**src/adc_seq_pkg.sv**
```systemverilog
// Purpose: shared constants for the converter acquire/convert sequencer
// Assumes: mclk at 100 MHz; internal RC source modelled as a divider of mclk
// Notes:   field positions and reset values of converter_control_two live here
//
// Functional notes
// - with no programmed acquisition delay, setting go stops sampling and starts conversion at once.
// - acquisition_time_select is bits 5:3 of converter_control_two, resets to 000, and 000 means manual.
// - with a nonzero acquisition_time_select, go keeps sampling for that time then converts on its own.
// - at the end of conversion go clears, the done flag sets, and sampling resumes.
// - nothing shows where acquisition ends and conversion begins; go stays set through both.
// - each conversion takes exactly 14 conversion bit periods from start to done.
// - the bit period is 2, 4, 8, 16, 32 or 64 oscillator periods, or the internal RC source.
// - conversion_clock_select codes 000,100,001,101,010,110 give 2..64 periods and x11 the RC source.
package adc_seq_pkg;

   ////////////////////////////////////////////////////////////////////////////
   // clock and timing
   localparam int unsigned CLK_PERIOD_NS   = 10;
   localparam int unsigned RC_TAD_NS       = 4000;    // typical rc bit period
   localparam int unsigned RC_TAD_CYCLES   = RC_TAD_NS / CLK_PERIOD_NS;
   localparam int unsigned TAD_CNT_W       = 9;
   localparam int unsigned CONV_TADS       = 14;      // bit periods per conversion
   localparam int unsigned TAD_IDX_W       = 5;

   ////////////////////////////////////////////////////////////////////////////
   // converter_control_two layout
   localparam int unsigned CTL2_W          = 8;
   localparam int unsigned ACQ_SEL_LSB     = 3;
   localparam int unsigned ACQ_SEL_MSB     = 5;
   localparam int unsigned CLK_SEL_LSB     = 0;
   localparam int unsigned CLK_SEL_MSB     = 2;
   localparam logic [7:0]  CTL2_IMPL_MASK  = 8'h3F;   // bits 7:6 read zero
   localparam logic [7:0]  CTL2_RESET      = 8'h00;
   localparam logic [2:0]  ACQ_MANUAL      = 3'h0;
   localparam int unsigned ACQ_TADS_PER_STEP = 2;     // delay = code * this

   ////////////////////////////////////////////////////////////////////////////
   // conversion clock select codes
   localparam logic [2:0]  CS_DIV2         = 3'h0;
   localparam logic [2:0]  CS_DIV4         = 3'h4;
   localparam logic [2:0]  CS_DIV8         = 3'h1;
   localparam logic [2:0]  CS_DIV16        = 3'h5;
   localparam logic [2:0]  CS_DIV32        = 3'h2;
   localparam logic [2:0]  CS_DIV64        = 3'h6;

   // sequencer states, gray along idle -> acquire -> convert
   typedef enum logic [1:0] {
      ST_IDLE = 2'h0,
      ST_ACQ  = 2'h1,
      ST_CONV = 2'h3
   } seq_state_t;

   // mclk cycles in one conversion bit period for a select code
   function automatic logic [TAD_CNT_W-1:0] tad_cycles(input logic [2:0] sel);
      logic [TAD_CNT_W-1:0] n;
      n = TAD_CNT_W'(RC_TAD_CYCLES);                  // x11 picks rc
      unique case (sel)
         CS_DIV2:  n = 9'h002;
         CS_DIV4:  n = 9'h004;
         CS_DIV8:  n = 9'h008;
         CS_DIV16: n = 9'h010;
         CS_DIV32: n = 9'h020;
         CS_DIV64: n = 9'h040;
         default:  n = TAD_CNT_W'(RC_TAD_CYCLES);
      endcase
      return n;
   endfunction

endpackage

```
**src/adc_acquire_convert_sequencer.sv**
```systemverilog
// Purpose: go/done sequencer for a 12-bit successive-approximation converter
// Assumes: go_set and ctl2 writes come from logic on mclk
// Notes:   no status marks the acquire/convert boundary; go spans both
//          go cannot be withdrawn once taken; a go while busy is dropped
//          a write during a conversion is stored but only used at the next go
//          front end levels leave on flops fed from the next state
//          the rc source is modelled as a divider of mclk
`timescale 1ns/10ps
`default_nettype none
module adc_acquire_convert_sequencer
   import adc_seq_pkg::*;
(
   // clock and reset
   input  wire logic              mclk,
   input  wire logic              rst_b,
   // converter_control_two access
   input  wire logic              ctl2_wr_en,
   input  wire logic [CTL2_W-1:0] ctl2_wr_data,
   output logic [CTL2_W-1:0]      converter_control_two,
   // go and done
   input  wire logic              go_set,
   output logic                   go_busy,
   input  wire logic              done_flag_clr,
   output logic                   conversion_done_irq_flag,
   // analog front end
   output logic                   sample_en,
   output logic                   conv_active,
   output logic                   bit_strobe,
   output logic [TAD_IDX_W-1:0]   bit_index
);

   // sequencer state and settings latched at go
   seq_state_t           state_q, state_d;
   logic [CTL2_W-1:0]    ctl2_q, ctl2_d;
   logic [2:0]           clk_sel_q, clk_sel_d;
   logic [TAD_IDX_W-1:0] cnt_q, cnt_d;
   logic [TAD_IDX_W-1:0] acq_tads_q, acq_tads_d;
   logic                 go_q, go_d;
   // completion flag and the one-cycle event that sets it
   logic                 done_q, done_d;
   logic                 conv_end;
   // bit period enable and the live acquisition field
   logic                 tick;
   logic [2:0]           acq_sel;
   // front end levels and index, kept on flops
   logic                 sample_q, sample_d;
   logic                 conv_q, conv_d;
   logic [TAD_IDX_W-1:0] index_q, index_d;

   // converting decode, shared by the strobe gate and the output flops
   function automatic logic in_conv(input seq_state_t s);
      return (s == ST_CONV);
   endfunction

   // automatic acquisition length in bit periods; zero leaves the timing
   // to software, which must then wait before raising go
   function automatic logic [TAD_IDX_W-1:0] acq_span(input logic [2:0] code);
      return TAD_IDX_W'(code) * TAD_IDX_W'(ACQ_TADS_PER_STEP);
   endfunction

   assign acq_sel = ctl2_q[ACQ_SEL_MSB:ACQ_SEL_LSB];

   ////////////////////////////////////////////////////////////////////////////
   // bit period enable; runs only while a request is in flight
   // restarting at idle makes every go begin on a whole bit period
   tad_tick_gen u_tick (
      .mclk  (mclk),
      .rst_b (rst_b),
      .run   (state_q != ST_IDLE),
      .sel   (clk_sel_q),
      .tick  (tick)
   );

   ////////////////////////////////////////////////////////////////////////////
   // control register: fields taken live, latched at go
   // bits 7:6 are not built and read back as zero
   always_comb begin
      ctl2_d = ctl2_q;
      if (ctl2_wr_en) begin
         ctl2_d = ctl2_wr_data & CTL2_IMPL_MASK;
      end
   end

   always_ff @(posedge mclk or negedge rst_b) begin
      if (!rst_b) begin
         ctl2_q <= CTL2_RESET;                        // manual acquire
      end else begin
         ctl2_q <= ctl2_d;
      end
   end

   ////////////////////////////////////////////////////////////////////////////
   // sequencer; settings latched at go so a mid-flight write cannot
   // stretch or cut the conversion
   always_comb begin
      state_d    = state_q;
      clk_sel_d  = clk_sel_q;
      cnt_d      = cnt_q;
      acq_tads_d = acq_tads_q;
      go_d       = go_q;
      conv_end   = 1'b0;
      unique case (state_q)
         ST_IDLE: begin
            // only idle takes a go; a pulse while busy falls through unseen
            if (go_set) begin
               go_d       = 1'b1;
               cnt_d      = '0;
               clk_sel_d  = ctl2_q[CLK_SEL_MSB:CLK_SEL_LSB];
               acq_tads_d = acq_span(acq_sel);
               if (acq_sel == ACQ_MANUAL) begin
                  state_d = ST_CONV;
               end else begin
                  state_d = ST_ACQ;
               end
            end
         end
         ST_ACQ: begin
            // the tick closing the last whole period hands over to conversion
            if (tick) begin
               if (cnt_q == acq_tads_q - 5'h01) begin
                  cnt_d   = '0;
                  state_d = ST_CONV;
               end else begin
                  cnt_d = cnt_q + 5'h01;
               end
            end
         end
         ST_CONV: begin
            if (tick) begin
               if (cnt_q == TAD_IDX_W'(CONV_TADS - 1)) begin
                  cnt_d   = '0;
                  go_d     = 1'b0;
                  conv_end = 1'b1;                    // raises the done flag
                  state_d  = ST_IDLE;
               end else begin
                  cnt_d = cnt_q + 5'h01;
               end
            end
         end
         default: begin
            state_d = ST_IDLE;                        // illegal code recovers
            go_d    = 1'b0;
            cnt_d   = '0;
         end
      endcase
   end

   always_ff @(posedge mclk or negedge rst_b) begin
      if (!rst_b) begin
         state_q    <= ST_IDLE;
         clk_sel_q  <= 3'h0;
         cnt_q      <= '0;
         acq_tads_q <= '0;
         go_q       <= 1'b0;
      end else begin
         state_q    <= state_d;
         clk_sel_q  <= clk_sel_d;
         cnt_q      <= cnt_d;
         acq_tads_q <= acq_tads_d;
         go_q       <= go_d;
      end
   end

   ////////////////////////////////////////////////////////////////////////////
   // done flag; a finishing conversion beats a clear in the same cycle, so a
   // completion that software has not yet seen is never lost
   always_comb begin
      done_d = done_q;
      if (done_flag_clr) begin
         done_d = 1'b0;
      end
      if (conv_end) begin
         done_d = 1'b1;                               // set beats clear
      end
   end

   always_ff @(posedge mclk or negedge rst_b) begin
      if (!rst_b) begin
         done_q <= 1'b0;
      end else begin
         done_q <= done_d;
      end
   end

   ////////////////////////////////////////////////////////////////////////////
   // front end controls come from the next state, so these flops change on
   // the same edge as the state register; a decoded level could glitch
   // while the state bits move, and the analog side would see it
   always_comb begin
      sample_d = !in_conv(state_d);                   // resume sampling
      conv_d   = in_conv(state_d);
      index_d  = '0;
      if (in_conv(state_d)) begin
         index_d = cnt_d;
      end
   end

   always_ff @(posedge mclk or negedge rst_b) begin
      if (!rst_b) begin
         sample_q <= 1'b1;                            // idle front end samples
         conv_q   <= 1'b0;
         index_q  <= '0;
      end else begin
         sample_q <= sample_d;
         conv_q   <= conv_d;
         index_q  <= index_d;
      end
   end

   ////////////////////////////////////////////////////////////////////////////
   // outputs; go stays high across acquire and convert alike
   assign converter_control_two    = ctl2_q;
   assign go_busy                  = go_q;
   assign conversion_done_irq_flag = done_q;
   assign sample_en                = sample_q;
   assign conv_active              = conv_q;
   // strobe stays combinational: a flop would put it one cycle behind the
   // bit index that it marks
   assign bit_strobe               = tick && in_conv(state_q);
   assign bit_index                = index_q;

endmodule // adc_acquire_convert_sequencer
`default_nettype wire

```
**src/tad_tick_gen.sv**
```systemverilog
// Purpose: one-cycle enable at the end of each conversion bit period
// Assumes: sel held steady while run is high
// Notes:   count restarts whenever run drops, so bit periods align to go
`timescale 1ns/10ps
`default_nettype none
module tad_tick_gen
   import adc_seq_pkg::*;
(
   // clock and reset
   input  wire logic       mclk,
   input  wire logic       rst_b,
   // control
   input  wire logic       run,
   input  wire logic [2:0] sel,
   // enable out
   output logic            tick
);

   logic [TAD_CNT_W-1:0] cnt_q;
   logic [TAD_CNT_W-1:0] cnt_d;
   logic [TAD_CNT_W-1:0] last;

   ////////////////////////////////////////////////////////////////////////////
   // divider, period picked by the select code
   always_comb begin
      last  = tad_cycles(sel) - 9'h001;
      tick  = run && (cnt_q == last);
      cnt_d = cnt_q + 9'h001;
      if (!run || tick) begin
         cnt_d = '0;
      end
   end

   always_ff @(posedge mclk or negedge rst_b) begin
      if (!rst_b) begin
         cnt_q <= '0;
      end else begin
         cnt_q <= cnt_d;
      end
   end

endmodule // tad_tick_gen
`default_nettype wire

```
**config.mk**
```make
export PLATFORM = sky130hd
export DESIGN_NAME = adc_acquire_convert_sequencer
export DESIGN_NICKNAME = d
export VERILOG_FILES = /design/src/adc_seq_pkg.sv /design/src/adc_acquire_convert_sequencer.sv /design/src/tad_tick_gen.sv
export SDC_FILE = /design/constraint.sdc
export NUM_CORES = 1
export LEC_CHECK = 0
export BUFFER_PORTS_ARGS = -buffer_cell sky130_fd_sc_hd__buf_2
export CAP_MARGIN = 20
export CORE_UTILIZATION = 56
export DETAILED_ROUTE_END_ITERATION = 8
export GPL_TIMING_DRIVEN = 0
export PLACE_DENSITY_LB_ADDON = 0.1
export RECOVER_POWER = 50
export SYNTH_ARGS = -nofsm -noshare
export SYNTH_HDL_FRONTEND = slang
export SYNTH_SLANG_ARGS = --single-unit
export TNS_END_PERCENT = 30
```
**constraint.sdc**
```tcl
create_clock -name mclk -period 2.4 [get_ports mclk]
set_input_delay 0.12 -clock mclk [delete_from_list [all_inputs] [get_ports mclk]]
set_output_delay 0.12 -clock mclk [all_outputs]
set_load 0.1 [all_outputs]
```
==> results of run 1 <==
## per-layer routing
metal / routed length, um / global-route usage, % / up-vias
li1: - / - / 750
met1: 1740 / 30.3 / 730
met2: 1720 / 34.6 / 54
met3: 181 / 4.62 / 4
met4: 53 / 9.84 / 0
met5: 0 / 0 / -
## timing repair
item,CTS,global route
setup endpoints to repair,1,0
hold buffers,1,0
endpoints found under the hold margin,36,0
gates resized for setup,1,0
## cells by family (layout without fill, tap and decap cells)
logic type                 after synthesis  after routing
and+or+nand+nor                         72             72
DFF                                     37             37
AOI/OAI and AO/OA                       35             35
buffers and inverters                   21             55
xor gates and xnor gates                12             12
muxes                                   11             11
adders and majority gates                4              4
other                                    1              2
## flip-flops by register name, indices dropped and copies added, names as in the netlist
register,flops
cnt_q,5
converter_control_two,6
go_busy,1
conversion_done_irq_flag,1
u_tick.cnt_q,9
bit_index,5
clk_sel_q,3
acq_tads_q,3
conv_active,1
sample_en,1
state_q,2
## worst paths after layout
path	start	endpoint	cells past startpoint
setup / recovery	clk_sel_q[0]	bit_strobe	6
hold / removal	ctl2_wr_data[3]	converter_control_two[3]	2
setup reg to reg	clk_sel_q[0]	state_q[1]	7
hold reg to reg	state_q[0]	u_tick.cnt_q[0]	2
max in group asynchronous	rst_b	go_busy	2
min in group asynchronous	rst_b	bit_index[2]	2
## final cells by class
type                            count  share of cell area, %
Buffer                             13                   3.47
Sequential cell                    37                   41.4
Clock buffer                        8                   2.63
Multi-Input combinational cell    136                   42.5
Tap cell                           46                   2.57
Timing Repair Buffer               26                   6.09
Inverter                            8                   1.34
## critical path: cells and delay by family (launching register included)
kind	cells	cell delay, ns
simple gates	3	0.78
buf+inv	2	0.47
flops	1	0.37
compound gates	1	0.20
## synthesized netlist by cell type, types with 2 or more instances
cell type,instances
inv_1,8
xnor2_1,4
o21ai_0,4
mux2_2,10
nand4_1,5
a221o_1,2
nand2b_1,3
and4b_1,2
xor2_1,8
o21ai_1,3
nor3_1,4
a31oi_1,2
buf_4,2
dfrtp_1,36
nor3b_1,2
nor2_1,21
nand3_1,7
nand2_1,11
ha_1,4
o211ai_1,2
or3_1,4
and2_1,3
clkbuf_1,7
nor2b_1,2
o2bb2ai_1,5
a21oi_1,8
## per-stage QoR
stage	util (%)	hold WS (ns)	setup WS, ns	area, um^2
6_report	66.6	0.0235	0.131	2240
3_3_place_gp	64.5	0.246	0.361	2170
2_1_floorplan	-	-0.176	0.316	1990
3_5_place_dp	64.5	0.259	0.352	2170
4_1_cts	66.6	0.00805	0.113	2240
5_1_grt	66.6	0.00814	0.0206	2240
## power by group through the flow
stage / sequential [mW] / combinational, mW / clock (mW)
CTS: 0.862 / 0.895 / 0.352
finish: 0.864 / 0.896 / 0.342
global route: 0.886 / 0.973 / 0.376
floorplan: 1.09 / 0.498 / 0
detailed placement: 0.874 / 0.889 / 0
global placement: 0.866 / 0.875 / 0
## cell usage in the layout (no fill, tap or decap), drive strengths merged, types with 2 or more instances in the layout
cell type / instances
o21ai: 8
mux2: 10
nor2: 21
xor2: 8
and4b: 2
o2bb2ai: 5
a31oi: 2
nand3: 7
nand4: 5
or3: 4
a21oi: 9
nor3: 4
ha: 4
nand2b: 3
conb: 2
dfrtp: 36
nand2: 12
and2: 4
nor3b: 2
nor2b: 2
buf: 29
o211ai: 2
clkbuf: 17
a221o: 2
inv: 8
xnor2: 4
==> reports/qor.txt, run 1 <==
status: finished, final reports clean
Critical Path End Type: primary output
Skew-Pair Late Insertion Delay: 0.33 ns
TritonCTS buffer count: 5
Slew Limit Fails: 0
Max Fanout on Critical Path: 9
Die H: 61.4 um
peak per-stage delay on the critical path: 0.54 ns
synthesis-stage register bit count: 37
area grow syn2layout: 13.4%
io pins: 31
clock sink count: 37
CTS tree: done
post-DP HPWL: 2.61 mm
layout cell share with drive strength beyond 1: 24.6%
crit path kind: reg -> out
syn_area_per_cell: 10.2 um^2
worst slew pin tran: 1.17 ns
Cell Count, Final, Fillers Out: 274
Synth Area in Simple Gates: 19.6%
clock network power share: 16.3%
Avg WL per Cell: 13.5 um
CTS H-tree depth: 2
vias in the first global route: 1379
Final Net Count: 244
top cell type's share of synthesized area: 45.6%
largest net degree at the start of global routing: 38
RSZ-0062 raised after global routing: false
FILL cells: 296
drt first pass iters: 4
routed vias/inst: 5.61
internal power: 1.18 mW
Rows: 21
EDFF count, synth: 0
post-synthesis cell type count: 50
Multi-input gate area: 951 um^2
routed via count: 1538
initial DRC count: 97
Syn Inst Count: 193
# DRC: 0
Total GRT Usage: 22.3%
Overall Power: 2.10 mW
Post-Synth Adder-Cell Area: 2.53%
Worst slew margin: 22.7%
Max Freq: 441 MHz
Initial Util: 58.7%
mux contribution to synthesized area: 6.21%
core outline area: 3360 um^2
Final Critical Period: 2.27 ns
critical-path cell list: clkbuf_2 > or4_4 > o21ai_4 > nand2_4 > nor2_4 > buf_4
critical path data required time: 2.28 ns
r2r setup slk: 0.35 ns
Worst path slowest cell: or4_4
Final Setup Violations: 0
XOR/XNOR Fraction of Synth Area: 5.32%
Root Buffer: clkbuf_4
ant diodes: 0
main combinational cell family by area after synthesis: simple AND/OR/NAND/NOR gates
placed cell count: 265
Syn Std Cell Area: 1970 um^2
Overflow after GRT: 0
input/output buffers: 25
Final Cycle Share: 94.5%
first-pass GRT wire length: 6.11 mm
sw frac: 44.1%
Worst setup SP type: flip-flop
Placer Congestion: 0.869
register area: 927 um^2
setup TNS: 0 ns
crit path DAT: 2.15 ns
max cap viols: 0
cell taking the most area after synthesis: dfrtp_1
final hold viol count: 0
Gate power share: 42.6%
Top FF cell, synth: dfrtp_1
post-synthesis async set-or-reset flop share: 100%
Die ar.: 3770 um^2
Seq pwr share: 41.1%
P_leak: 1.06 nW
Tightest Hold Check Type: in -> reg
initial antenna violation count: 0
Synth area leaders: dfrtp_1 46%, mux2_2 5.7%, nor2_1 4.0%
synth warn: 0
Post-CTS Setup Repair Bufs: 0
Compound-Gate Fraction of Synth Area: 13.7%
Worst Skew: 0.0159 ns
WL final: 3.70 mm
CTS Buffer Depth: 2
pwr/cell area: 939 nW/um^2
switching power: 0.927 mW
post-synthesis sequential area ratio: 47.0%
worst vdd ir: 0.424 mV
die width: 61.4 um
Worst-path clk slew: 0.10 ns
Routed Antenna Nets: 0
(Power assumes the default switching activity.)
==> run 2: changes to the inputs <==
==> constraint.sdc (replaced) <==
create_clock -name mclk -period 2.3 [get_ports mclk]
set_input_delay 0.115 -clock mclk [delete_from_list [all_inputs] [get_ports mclk]]
set_output_delay 0.115 -clock mclk [all_outputs]
set_load 0.1 [all_outputs]
==> reports/qor.txt, run 2 (synthesis gave the netlist of run 1 again) <==
Slew Limit Fails: 0
final hold viol count: 0
pwr/cell area: 975 nW/um^2
Worst path slowest cell: or4_4
Total GRT Usage: 22.3%
CTS H-tree depth: 2
Placer Congestion: 0.869
DP Worst Slack: 0.257 ns
input/output buffers: 25
clock network power share: 16.3%
crit path kind: reg -> out
initial DRC count: 80
Most flops, register: u_tick.cnt_q
Final Critical Period: 2.17 ns
post-DP HPWL: 2.61 mm
switching power: 0.967 mW
drt first pass iters: 4
worst slew pin tran: 1.17 ns
io pins: 31
Die ar.: 3770 um^2
initial antenna violation count: 0
Worst-path clk slew: 0.10 ns
placed cell count: 265
crit path DAT: 2.06 ns
Avg WL per Cell: 13.4 um
# DRC: 0
Max Freq: 460 MHz
Critical Path End Type: primary output
ant diodes: 0
leading cell types in the layout, fill and taps excluded: 36 x dfrtp_1, 23 x buf_2, 20 x nor2_1
Worst setup SP type: flip-flop
Routed Antenna Nets: 0
Worst Setup SP: clk_sel_q[0]
commonest non-fill, non-tap cell in the layout: dfrtp_1
clock sink count: 37
Rows: 21
Root Buffer: clkbuf_4
worst setup margin: 0.127 ns
Die H: 61.4 um
peak per-stage delay on the critical path: 0.54 ns
CTS Buffer Depth: 2
Final Setup Violations: 0
Gate power share: 42.6%
CTS tree: done
routed vias/inst: 5.60
Overflow after GRT: 0
vias in the first global route: 1379
core outline area: 3360 um^2
RSZ-0062 raised after global routing: false
TritonCTS buffer count: 5
critical path data required time: 2.18 ns
first-pass GRT wire length: 6.11 mm
layout cell share with drive strength beyond 1: 24.6%
die width: 61.4 um
internal power: 1.23 mW
Final Cycle Share: 94.5%
worst vdd ir: 0.442 mV
Final Net Count: 244
max reg flops: 9
WL final: 3.68 mm
r2r startpoint: clk_sel_q[0]
largest net degree at the start of global routing: 38
area grow syn2layout: 14.0%
Seq pwr share: 41.1%
Tightest Hold Check Type: in -> reg
critical-path cell list: clkbuf_2 > or4_4 > o21ai_4 > nand2_4 > nor2_4 > buf_12
status: finished, final reports clean
P_leak: 1.06 nW
Initial Util: 58.7%
post-place instance area: 2170 um^2
Worst Skew: 0.0164 ns
Skew-Pair Late Insertion Delay: 0.33 ns
Max Fanout on Critical Path: 9
Cell Count, Final, Fillers Out: 274
Worst Min Path Start: ctl2_wr_data[3]
setup TNS: 0 ns
Worst slew margin: 22.7%
routed via count: 1535
Overall Power: 2.20 mW
max cap viols: 0
sw frac: 44.1%
Design Area, Final: 2250 um^2
==> run 2: stage by stage <==
stage	util (%)	hold slack (ns)
3_5_place_dp	64.5	0.254
2_1_floorplan	-	-0.181
3_3_place_gp	64.5	0.241
6_report	66.9	0.0187
5_1_grt	66.9	0.00314
4_1_cts	66.6	0.00305
==> run 2: power groups by stage <==
stage	Sequential [mW]	Combinational, mW	Clock (mW)
5_1_grt	0.925	1.02	0.392
3_5_place_dp	0.912	0.928	0
6_report	0.903	0.935	0.357
4_1_cts	0.899	0.934	0.367
3_3_place_gp	0.903	0.913	0
2_1_floorplan	1.14	0.519	0
==> run 2: timing repair <==
item                                    4_1_cts  5_1_grt
pin swaps                                     0        0
gates resized for setup                       1        3
hold buffers                                  1        0
buffers inserted                              0        0
hold endpoints to repair                     36        0
endpoints found under the setup margin        1        1
==> run 2: routing by layer <==
| metal | part of all wire, % | GRT usage [%] | wire length [um] |
|---|---|---|---|
| met5 | 0 | 0 | 0 |
| met4 | 1.7 | 9.84 | 62 |
| met3 | 4.6 | 4.62 | 171 |
| met2 | 47 | 34.6 | 1710 |
| met1 | 47 | 30.3 | 1730 |
==> run 2: final timing paths <==
| check | end | slack [ns] | cells past startpoint |
|---|---|---|---|
| worst max-delay path | bit_strobe | 0.13 | 6 |
| worst min-delay path | converter_control_two[3] | 0.02 | 2 |
| worst max register to register | state_q[1] | 0.25 | 7 |
| min in group asynchronous | bit_index[2] | 0.42 | 2 |
| worst min register to register | u_tick.cnt_q[0] | 0.52 | 2 |
| max in group asynchronous | go_busy | 1.32 | 2 |
==> run 2: final cells by class <==
cell class / count / area, um^2
clock buffer: 8 / 58.8
sequential: 37 / 927
fill: 292 / 1110
multi-input combinational: 136 / 951
timing repair buffer: 26 / 149
inverter: 8 / 30.0
buffer: 13 / 77.6
tap: 46 / 57.6
==> run 2: worst max-delay path: cells and delay by family (launching register included) <==
kind	cells	cell delay, ns
flops	1	0.37
buf+inv	2	0.36
compound gates	1	0.20
simple gates	3	0.81
